===== config.mk =====
export PLATFORM = sky130hd
export DESIGN_NAME = gpx_expander
export DESIGN_NICKNAME = d
export VERILOG_FILES = /design/src/include/gpx_pkg.sv /design/src/rtl/gpx_expander.sv /design/src/rtl/gpx_line_filter.sv
export SDC_FILE = /design/constraint.sdc
export NUM_CORES = 1
export LEC_CHECK = 0
export ABC_CLOCK_PERIOD_IN_PS = 2200
export BUFFER_PORTS_ARGS = -buffer_cell sky130_fd_sc_hd__buf_2
export CAP_MARGIN = 10
export CORE_MARGIN = 2
export CORE_UTILIZATION = 61
export DETAILED_ROUTE_END_ITERATION = 8
export PLACE_DENSITY = 0.85
export SLEW_MARGIN = 40
export SYNTH_ARGS = -nofsm -noshare
export SYNTH_HDL_FRONTEND = slang
export SYNTH_SLANG_ARGS = --single-unit

===== constraint.sdc =====
create_clock -name core_clk -period 2.2 [get_ports core_clk]
set_clock_uncertainty 0.15 [all_clocks]
set_input_delay 0.11 -clock core_clk [delete_from_list [all_inputs] [get_ports core_clk]]
set_output_delay 0.11 -clock core_clk [all_outputs]
set_load 0.01 [all_outputs]

===== src/include/gpx_pkg.sv =====
// Constants, state encodings and carrier structs of the four-pin expander.
// Assumes a 100 MHz core clock and a bus of two open-drain lines.
package gpx_pkg;

	// ************************************************************
	// Sizes, address and register defaults
	// ************************************************************
	localparam int GPIO_N = 4;
	localparam logic [6:0] DEV_ADDR = 7'h41;
	localparam logic [3:0] BYTE_BITS = 4'h8;
	localparam logic [1:0] PTR_IN = 2'h0;
	localparam logic [1:0] PTR_OUT = 2'h1;
	localparam logic [1:0] PTR_INV = 2'h2;
	localparam logic [1:0] PTR_DIR = 2'h3;
	localparam logic [3:0] IN_UPPER = 4'hF;
	localparam logic [7:0] OUT_RST = 8'hFF;
	localparam logic [7:0] INV_RST = 8'h00;
	localparam logic [7:0] DIR_RST = 8'hFF;
	localparam logic [1:0] PTR_RST = 2'h0;

	// ************************************************************
	// Timing
	// ************************************************************
	localparam int CLK_MHZ = 100;
	localparam int SPIKE_NS = 50;
	localparam int SPIKE_CYC = (SPIKE_NS * CLK_MHZ + 999) / 1000;
	localparam logic [3:0] BUS_STABLE = 4'(SPIKE_CYC + 1);
	localparam logic [3:0] GPIO_STABLE = 4'h1;

	// ************************************************************
	// Types
	// ************************************************************
	typedef enum logic [3:0] {
		ST_IDLE = 4'h0,
		ST_ADDR = 4'h1,
		ST_ADDR_ACK = 4'h2,
		ST_CMD = 4'h3,
		ST_CMD_ACK = 4'h4,
		ST_WDATA = 4'h5,
		ST_WDATA_ACK = 4'h6,
		ST_RDATA = 4'h7,
		ST_RD_ACK = 4'h8
	} gpx_state_t;

	typedef struct packed {
		gpx_state_t state;
		logic [3:0] bit_cnt;
		logic [7:0] shift;
		logic [7:0] tx;
		logic [1:0] ptr;
		logic is_read;
		logic nack;
		logic sda_drive;
		logic scl_d;
		logic sda_d;
		logic [7:0] out;
		logic [7:0] inv;
		logic [7:0] dir;
	} gpx_core_t;

	typedef struct packed {
		logic s1;
		logic s2;
		logic level;
		logic [3:0] cnt;
	} gpx_filt_t;

	typedef struct packed {
		logic [GPIO_N-1:0] out;
		logic [GPIO_N-1:0] oe;
	} gpx_pin_drive_t;

endpackage


===== src/rtl/gpx_expander.sv =====
// Two-wire bus target with four general-purpose pins behind four registers.
// Assumes sys_rst is the power-on reset and all pins are asynchronous.
// Function
// Answer only address 1000001; its lowest bit picks read (1) or write (0).
// First byte after a write address is the command byte, kept as pointer.
// Pointer 0..3 picks input, output, inversion or direction register.
// Input register shows every pin level, inputs and outputs alike.
// Writes to the input register change nothing.
// Input register upper four bits read one; lower four follow pins.
// Output bit drives its pin only while that pin is an output.
// Output register reads the stored value, not the pin level.
// Output register resets to all ones.
// Inversion bit set flips the matching input bit on reads.
// Inversion register resets to all zeros.
// Direction bit one makes pin an input; zero enables its driver.
// Direction register resets to all ones, so pins start as inputs.
// Reset holds the device and loads register and bus defaults.
// Spikes of at most 50 ns on both bus lines are suppressed.
// Pointer never advances; repeated reads hit the same register.
// Controller writes command, repeats start, reads, acknowledging all but last.
// Upper register bits have no pins; they are stored and read back.
`timescale 1ns/1ns
`default_nettype none
module gpx_expander
	import gpx_pkg::*;
(
	input wire logic core_clk, // Core clock, 100 MHz.
	input wire logic sys_rst, // Synchronous power-on reset.
	input wire logic scl_in, // Bus clock line level.
	input wire logic sda_in, // Bus data line level.
	output logic sda_out, // Bus data drive value, always low.
	output logic sda_oe, // Bus data pulls low when high.
	input wire logic [GPIO_N-1:0] port_pin_in, // Pin levels.
	output gpx_pin_drive_t port_pin_drv // Pin drive values and enables.
);

	gpx_core_t st;
	gpx_core_t next_st;
	logic scl_f;
	logic sda_f;
	logic [GPIO_N-1:0] pin_lvl;
	logic scl_rise;
	logic scl_fall;
	logic start_cond;
	logic stop_cond;
	logic byte_done;
	logic [7:0] rd_val;

	// ************************************************************
	// Input conditioning
	// ************************************************************
	gpx_line_filter #(.STABLE(BUS_STABLE), .RST_LEVEL(1'b1)) u_scl_filt (
		.core_clk(core_clk),
		.sys_rst(sys_rst),
		.pin_in(scl_in),
		.level(scl_f)
	);

	gpx_line_filter #(.STABLE(BUS_STABLE), .RST_LEVEL(1'b1)) u_sda_filt (
		.core_clk(core_clk),
		.sys_rst(sys_rst),
		.pin_in(sda_in),
		.level(sda_f)
	);

	genvar gi;
	generate
		for (gi = 0; gi < GPIO_N; gi++) begin : g_pin
			gpx_line_filter #(.STABLE(GPIO_STABLE), .RST_LEVEL(1'b1)) u_pin_filt (
				.core_clk(core_clk),
				.sys_rst(sys_rst),
				.pin_in(port_pin_in[gi]),
				.level(pin_lvl[gi])
			);
		end
	endgenerate

	// ************************************************************
	// Register read mux
	// ************************************************************
	function automatic logic [7:0] read_reg(input gpx_core_t s, input logic [GPIO_N-1:0] lvl);
		case (s.ptr)
			PTR_IN: read_reg = {IN_UPPER, lvl ^ s.inv[GPIO_N-1:0]};
			PTR_OUT: read_reg = s.out;
			PTR_INV: read_reg = s.inv;
			PTR_DIR: read_reg = s.dir;
			default: read_reg = s.dir;
		endcase
	endfunction

	assign scl_rise = scl_f && !st.scl_d;
	assign scl_fall = !scl_f && st.scl_d;
	assign start_cond = scl_f && st.scl_d && st.sda_d && !sda_f;
	assign stop_cond = scl_f && st.scl_d && !st.sda_d && sda_f;
	assign byte_done = scl_fall && (st.bit_cnt == BYTE_BITS);
	assign rd_val = read_reg(st, pin_lvl);

	// ************************************************************
	// Bus state machine
	// ************************************************************
	// Our own data changes only after a falling clock, so it never forms
	// a start or stop condition of its own.
	always_comb begin
		next_st = st;
		next_st.scl_d = scl_f;
		next_st.sda_d = sda_f;
		if (start_cond) begin
			next_st.state = ST_ADDR;
			next_st.bit_cnt = 4'h0;
			next_st.sda_drive = 1'b0;
		end else if (stop_cond) begin
			next_st.state = ST_IDLE;
			next_st.sda_drive = 1'b0;
		end else begin
			case (st.state)
				ST_IDLE: begin
					next_st.sda_drive = 1'b0;
				end
				ST_ADDR, ST_CMD, ST_WDATA: begin
					if (scl_rise) begin
						next_st.shift = {st.shift[6:0], sda_f};
						next_st.bit_cnt = st.bit_cnt + 4'h1;
					end
					if (byte_done) begin
						next_st.sda_drive = 1'b1;
						if (st.state == ST_ADDR) begin
							if (st.shift[7:1] == DEV_ADDR) begin
								next_st.state = ST_ADDR_ACK;
								next_st.is_read = st.shift[0];
								next_st.tx = rd_val;
							end else begin
								next_st.state = ST_IDLE;
								next_st.sda_drive = 1'b0;
							end
						end else if (st.state == ST_CMD) begin
							next_st.ptr = st.shift[1:0];
							next_st.state = ST_CMD_ACK;
						end else begin
							next_st.state = ST_WDATA_ACK;
							case (st.ptr)
								PTR_OUT: next_st.out = st.shift;
								PTR_INV: next_st.inv = st.shift;
								PTR_DIR: next_st.dir = st.shift;
								default: next_st.out = st.out;
							endcase
						end
					end
				end
				ST_ADDR_ACK: begin
					if (scl_fall) begin
						next_st.bit_cnt = 4'h0;
						if (st.is_read) begin
							next_st.state = ST_RDATA;
							next_st.sda_drive = !st.tx[7];
						end else begin
							next_st.state = ST_CMD;
							next_st.sda_drive = 1'b0;
						end
					end
				end
				ST_CMD_ACK, ST_WDATA_ACK: begin
					if (scl_fall) begin
						next_st.bit_cnt = 4'h0;
						next_st.state = ST_WDATA;
						next_st.sda_drive = 1'b0;
					end
				end
				ST_RDATA: begin
					if (scl_rise) begin
						next_st.bit_cnt = st.bit_cnt + 4'h1;
					end
					if (byte_done) begin
						next_st.state = ST_RD_ACK;
						next_st.sda_drive = 1'b0;
					end else if (scl_fall) begin
						next_st.tx = {st.tx[6:0], 1'b0};
						next_st.sda_drive = !st.tx[6];
					end
				end
				ST_RD_ACK: begin
					if (scl_rise) begin
						next_st.nack = sda_f;
					end
					if (scl_fall) begin
						if (!st.nack) begin
							next_st.state = ST_RDATA;
							next_st.tx = rd_val;
							next_st.sda_drive = !rd_val[7];
							next_st.bit_cnt = 4'h0;
						end else begin
							next_st.state = ST_IDLE;
						end
					end
				end
				default: begin
					next_st.state = ST_IDLE;
					next_st.sda_drive = 1'b0;
				end
			endcase
		end
	end

	always_ff @(posedge core_clk) begin
		if (sys_rst) begin
			st <= '0;
			st.state <= ST_IDLE;
			st.scl_d <= 1'b1;
			st.sda_d <= 1'b1;
			st.ptr <= PTR_RST;
			st.out <= OUT_RST;
			st.inv <= INV_RST;
			st.dir <= DIR_RST;
		end else begin
			st <= next_st;
		end
	end

	// ************************************************************
	// Outputs
	// ************************************************************
	assign sda_out = 1'b0;
	assign sda_oe = st.sda_drive;
	assign port_pin_drv.out = st.out[GPIO_N-1:0];
	assign port_pin_drv.oe = ~st.dir[GPIO_N-1:0];
endmodule
`default_nettype wire


===== src/rtl/gpx_line_filter.sv =====
// Two-stage synchroniser followed by a spike filter for one pin.
// Assumes the pin is asynchronous to core_clk.
`timescale 1ns/1ns
`default_nettype none
module gpx_line_filter
	import gpx_pkg::*;
#(
	parameter logic [3:0] STABLE = BUS_STABLE,
	parameter logic RST_LEVEL = 1'b1
) (
	input wire logic core_clk, // Core clock.
	input wire logic sys_rst, // Synchronous reset.
	input wire logic pin_in, // Raw pin level.
	output logic level // Filtered level.
);

	gpx_filt_t st;
	gpx_filt_t next_st;

	// ************************************************************
	// Filter
	// ************************************************************
	// A new level is taken only after STABLE samples in a row disagree.
	always_comb begin
		next_st = st;
		next_st.s1 = pin_in;
		next_st.s2 = st.s1;
		if (st.s2 == st.level) begin
			next_st.cnt = 4'h0;
		end else if (st.cnt == STABLE - 4'h1) begin
			next_st.level = st.s2;
			next_st.cnt = 4'h0;
		end else begin
			next_st.cnt = st.cnt + 4'h1;
		end
	end

	always_ff @(posedge core_clk) begin
		if (sys_rst) begin
			st <= '{s1: RST_LEVEL, s2: RST_LEVEL, level: RST_LEVEL, cnt: 4'h0};
		end else begin
			st <= next_st;
		end
	end

	assign level = st.level;
endmodule
`default_nettype wire


## Word level (Yosys, flattened, before mapping)

Cells that the tools add are included.

- Register bits after elaboration: 97
- Latch bits: 0
- Memory bits (writable): 0
- Bits in read-only memories: 0
- Input port bits: 8
- Output and inout bits: 10
- Logic and storage cells: 195
- Memories kept: 0

- Add/sub/neg operators: 7
- Multipliers: 0
- Div/mod/pow operators: 0
- Order comparisons: 0
- Eq/ne operators: 40
- Shift-type cells: 0
- Multiplexer cells: 46
- Bitwise logic cells: 13
- Reduce and logical (&&, ||, !) cells: 51

Operator list:

| cell | number |
|---|---|
| $mux W8 | 10 |
| $pmux W8 S4 | 1 |
| $reduce_and A6 Y1 | 5 |
| $add A4 B1 Y4 const B | 7 |
| $eq A4 B3 Y1 const B | 6 |
| $mux W24 | 1 |
| $ne A2 B2 Y1 const B | 12 |
| $pmux W4 S6 | 1 |
| $pmux W8 S3 | 1 |
| $reduce_or A3 Y1 | 8 |
| $reduce_and A7 Y1 | 3 |
| $logic_not A4 Y1 | 5 |
| $mux W4 | 5 |
| $ne A4 B4 Y1 const B | 5 |
| $pmux W4 S5 | 1 |
| $mux W1 | 15 |
| $mux W12 | 1 |
| $reduce_and A2 Y1 | 6 |
| $mux W11 | 1 |
| $not A1 Y1 | 11 |
| $reduce_and A10 Y1 | 1 |
| $mux W3 | 3 |
| $eq A4 B2 Y1 const B | 2 |
| $eq A4 B4 Y1 const B | 2 |
| 19 further kinds | 44 |

## Longest topological paths before layout

- Depth in word-level cells: 8
- Mapped depth: 8
- Gate-level depth less buffers: 7

## Modules after synthesis

Synthesis repeated with hierarchy kept, for this count alone.

- Cells, all modules: 495
- Area total of the unflattened synthesis: 4724.5 µm²

By module, submodules not included:

| module | instances | cells an instance | area each (µm²) |
|---|---|---|---|
| gpx_expander | 1 | 337 | 3130.5 |
| gpx_line_filter at g_pin[0].u_pin_filt ... | 4 | 27 | 267.8 |
| gpx_line_filter at u_scl_filt ... | 2 | 25 | 261.5 |

## Worst setup path after synthesis

Ideal clock, no wire load.

- Kind: flip-flop to flip-flop
- From: reg st[47] in the netlist's numbering
- To: reg st[22] in the netlist's numbering
- Library setup time: 0.133 ns
- Arrival: 1.691 ns
- Required time: 1.917 ns
- Setup slack: 0.227 ns
- Cell stages (with the launch flop): 9
- Buffers on the path: 1
- Path through: dfxtp_1 -> inv_1 -> ha_1 -> nand3b_1 -> nor4_1 -> nand3b_1 -> clkbuf_1 -> nor3_1 -> a21oi_1

- Cells in the longest elaborated chain, start to end: 3

RTL lines:

| element | line | source |
|---|---|---|
| start: declaration | gpx_expander.sv:37 | `gpx_core_t st;` |
| start signal: assignment | gpx_expander.sv:214 | `st <= next_st;` |
| $eq A4 B4 Y1 | gpx_expander.sv:95 | `assign byte_done = scl_fall && (st.bit_cnt == BYTE_BITS);` |
| $logic_and A1 B1 Y1 | gpx_expander.sv:95 |  |
| $reduce_and A7 Y1 (no source line) | -- |  |

No other way between the ends.
A chain may end at the register's enable or synchronous reset.

## Worst setup path in the final report

- From: reg st[53] in the netlist's numbering
- To: reg st[51] in the netlist's numbering

- Cells in the longest elaborated chain, start to end: 6
- Elaborated cells between the ends (all ways): 23
- Classes of those cells: 14 x eq/ne; 5 x mux; 4 x reduce/logical

RTL lines:

| element | line | source |
|---|---|---|
| $eq A4 B1 Y1 | gpx_expander.sv:115, gpx_expander.sv:126 |  |
| $mux W4 | gpx_expander.sv:126 | `if (st.state == ST_ADDR) begin` |
| $mux W4 | gpx_expander.sv:124 | `if (byte_done) begin` |
| $pmux W4 S6 | gpx_expander.sv:115 | `case (st.state)` |
| $mux W1 | gpx_expander.sv:111 | `end else if (stop_cond) begin` |
| $mux W5 | gpx_expander.sv:107 | `if (start_cond) begin` |

Parallel ways exist; a longest one is shown, timed or not. The select of a mux whose other input is x is not followed.

==> run summary <==
Net Sw Power = 0.7163 mW
Max Cap Violations = 0
Vias in the first global route = 3,406
Synth cell types = 57
Main flop type after synthesis = dfxtp_1
PwrDens = 599.0 mW/mm²
Setup TNS Final = 0 ns
Net Sw Frac = 23.99%
CTS tree = built
CTS H-tree lvls = 3
Clock slew at reported path FFs = 0.10 ns
Drt pass-1 iters = 6
Seq pwr share = 59.4%
Clock power share = 38.1%
Site Rows = 31
Placed cell count = 607
Ant. Diodes = 0
Clock sink count = 97
Post-synth EDFFs = 0
Worst Setup End Kind = register
Final GP Congestion = 0.9521
DIE WIDTH = 89.92 µm
Xor/xnor share of the synthesized area = 4.668%
Vias per cell = 5.652
Post-Synth Simple-Gate Area = 22.20%
Internal = 2.269 mW
Yosys warns = 0
Final HPWL DP = 6260 µm
Syn Inst Count = 507
CTS max path bufs = 2
Async set or reset register ratio after synthesis = 0%
Antenna Violating Nets Remaining = 0
WL/cell = 14.36 µm
Worst Path Max Fanout = 11
Final hold vios = 0
Synth Area in Adders = 4.140%
Grt total ovfl = 0
Syn Nets = 529
DRT iter0 DRCs = 173
Cts bufs inserted = 9
I/O Buffers = 16
Drt drc = 0
Leak = 2.010 nW
Clock Latency Late Sink = 0.37 ns
Starting density of the core = 62.42%
Setup Buffers After CTS = 0
Seq/Total Area, Yosys = 43.12%
Largest family of logic cells by synthesized area = simple AND/OR/NAND/NOR gates
Final wirelength = 9031 µm
Critical path type = reg2reg
Final setup viols = 0
Overall routing resource usage = 23.04%
First-pass GRT wire length = 15,180 µm
Tmin final = 2.109 ns
Min-Delay Path Class = in2reg
Nets = 547
Compound-Gate Fraction of Synth Area = 12.81%
WP data arrival = 2.27 ns
Post-synthesis mux area share = 7.669%
Critical path startpoint category = register
Area Overhead vs Synth = 10.67%
Status = finished clean
Fmax = 474.2 MHz
Core ar. = 0.007214 mm²
Largest net degree at the start of global routing = 76
Non-filler cells, final = 629
FF+latch count, synth = 97
Combinational Power Share = 2.4%
Worst vdd ir = 0.3419 mV
Pins Over Slew Limit = 0
CTS root buf = clkbuf_8
Mean Syn Cell Area = 8.882 µm²
R2R depth = 5
Slew margin rel. = 55.79%
# IOs = 18
Via count = 3,555
Die area = 0.008086 mm²
Final hold slack = 0.04329 ns
Die Y = 89.92 µm
Actual slew at the worst max-slew pin = 0.6562 ns
Share of layout cells above drive strength 1 = 15.09%
RSZ-0062 raised after global routing = false
Hold Crit Depth = 2
Required @ worst endpoint = 2.36 ns
Final period util = 95.85%
Cell area after synthesis = 0.004503 mm²
Initial antenna violation count = 0
## timing repair
action	CTS	global route
gates resized for setup	0	4
setup endpoints to repair	0	18
hold endpoints to repair	6	0
hold buffers	6	0
## cells by family after synthesis
family | after synthesis
simple gates | 196
flops | 97
compound gates | 84
buf+inv | 56
mux | 34
xor+xnor | 24
fa+ha+maj | 15
other cells | 1
## final timing paths
| check | startpoint | end | slack (ns) |
|---|---|---|---|
| max | st[53] | st[51] | 0.09 |
| min | sys_rst | st[27] | 0.04 |
| max reg2reg | st[53] | st[51] | 0.09 |
| min reg2reg | g_pin[3].u_pin_filt.next_st[5] | g_pin[3].u_pin_filt.st[5] | 0.27 |
## metrics by stage
step / utilization, % / instance area [µm²] / total power, mW / setup WS (ns)
3_5_place_dp: 65.18 / 4702 / 1.880 / 0.1100
6_report: 69.08 / 4984 / 2.985 / 0.09136
4_1_cts: 68.77 / 4961 / 2.999 / 0.06044
3_3_place_gp: 65.18 / 4702 / 1.877 / 0.1375
5_1_grt: 69.08 / 4984 / 3.085 / 0.01338
2_1_floorplan: - / 4503 / 1.863 / 0.2267
## worst max-delay path, cell delays in order (launching register included)
cell     delay (ns)
dfxtp_1        0.46
or2_1          0.37
maj3_2         0.36
o22a_1         0.28
o221a_1        0.29
nor3_2         0.14
## power by group through the flow
| stage | clock network, mW | registers (mW) | logic (mW) |
|---|---|---|---|
| floorplan | 0 | 1.81 | 0.0488 |
| global placement | 0 | 1.81 | 0.0619 |
| detailed placement | 0 | 1.82 | 0.0646 |
| CTS | 1.15 | 1.77 | 0.0729 |
| global route | 1.23 | 1.78 | 0.0800 |
| finish | 1.14 | 1.77 | 0.0729 |
## cell usage after synthesis (2+ instances only)
library cell / n / area [µm²]
dfxtp_1: 97 / 1942
nor2_1: 78 / 292.8
mux2i_1: 30 / 300.3
a21oi_1: 26 / 130.1
nor3_1: 24 / 120.1
inv_1: 23 / 86.33
clkbuf_1: 22 / 82.58
xnor2_1: 19 / 166.4
or2_2: 16 / 100.1
ha_1: 14 / 175.2
nand2_1: 12 / 45.04
nand3_1: 12 / 60.06
nor2b_1: 12 / 75.07
o21ai_0: 12 / 60.06
nand2b_1: 9 / 56.30
nand3b_1: 7 / 52.55
buf_4: 6 / 45.04
nor3b_1: 6 / 45.04
or3_1: 6 / 37.54
a211o_1: 5 / 43.79
buf_2: 5 / 25.02
xor2_1: 5 / 43.79
a22o_1: 4 / 35.03
a22oi_1: 4 / 30.03
a31oi_1: 4 / 25.02
and3_1: 4 / 25.02
mux2_2: 4 / 45.04
a2bb2oi_1: 3 / 26.28
o211ai_1: 3 / 22.52
o31ai_1: 3 / 22.52
a211oi_1: 2 / 15.01
a21o_1: 2 / 15.01
a32o_1: 2 / 20.02
o21a_1: 2 / 15.01
o22ai_1: 2 / 12.51
## sequential cells by signal, indices dropped and copies added (netlist names), 4 cells and up
name / flops
u_scl_filt.st: 5
u_sda_filt.st: 5
g_pin.u_pin_filt.level: 4
st: 50
g_pin.u_pin_filt.next_st: 4
port_pin_drv: 4
g_pin.u_pin_filt.st: 20
## routing by layer
| metal | share of wire [%] | global-route usage [%] | wire, µm |
|---|---|---|---|
| met1 | 44 | 26.76 | 4017 |
| met2 | 50 | 41.35 | 4511 |
| met3 | 3.8 | 5.616 | 347 |
| met4 | 1.7 | 8.205 | 155 |
| met5 | 0 | 0 | 0 |
## layout by cell type (no fill, tap or decap), types with 12 or more instances in the layout
cell / n
ha_1: 14
buf_4: 17
a21oi_1: 26
nor3_1: 23
nor2_1: 78
or2_2: 16
inv_1: 23
mux2i_1: 30
nor2b_1: 12
nand3_1: 12
dfxtp_1: 97
o21ai_0: 12
buf_2: 16
nand2_1: 12
xnor2_1: 19
## area by class of cell
class / count / area, µm²
clock buffer: 10 / 137.6
clock inverter: 6 / 61.31
fill: 555 / 2231
inverter: 23 / 86.33
multi-input combinational: 354 / 2345
sequential: 97 / 1942
tap: 99 / 123.9
timing repair buffer: 40 / 287.8
(Power assumes the default switching activity.)
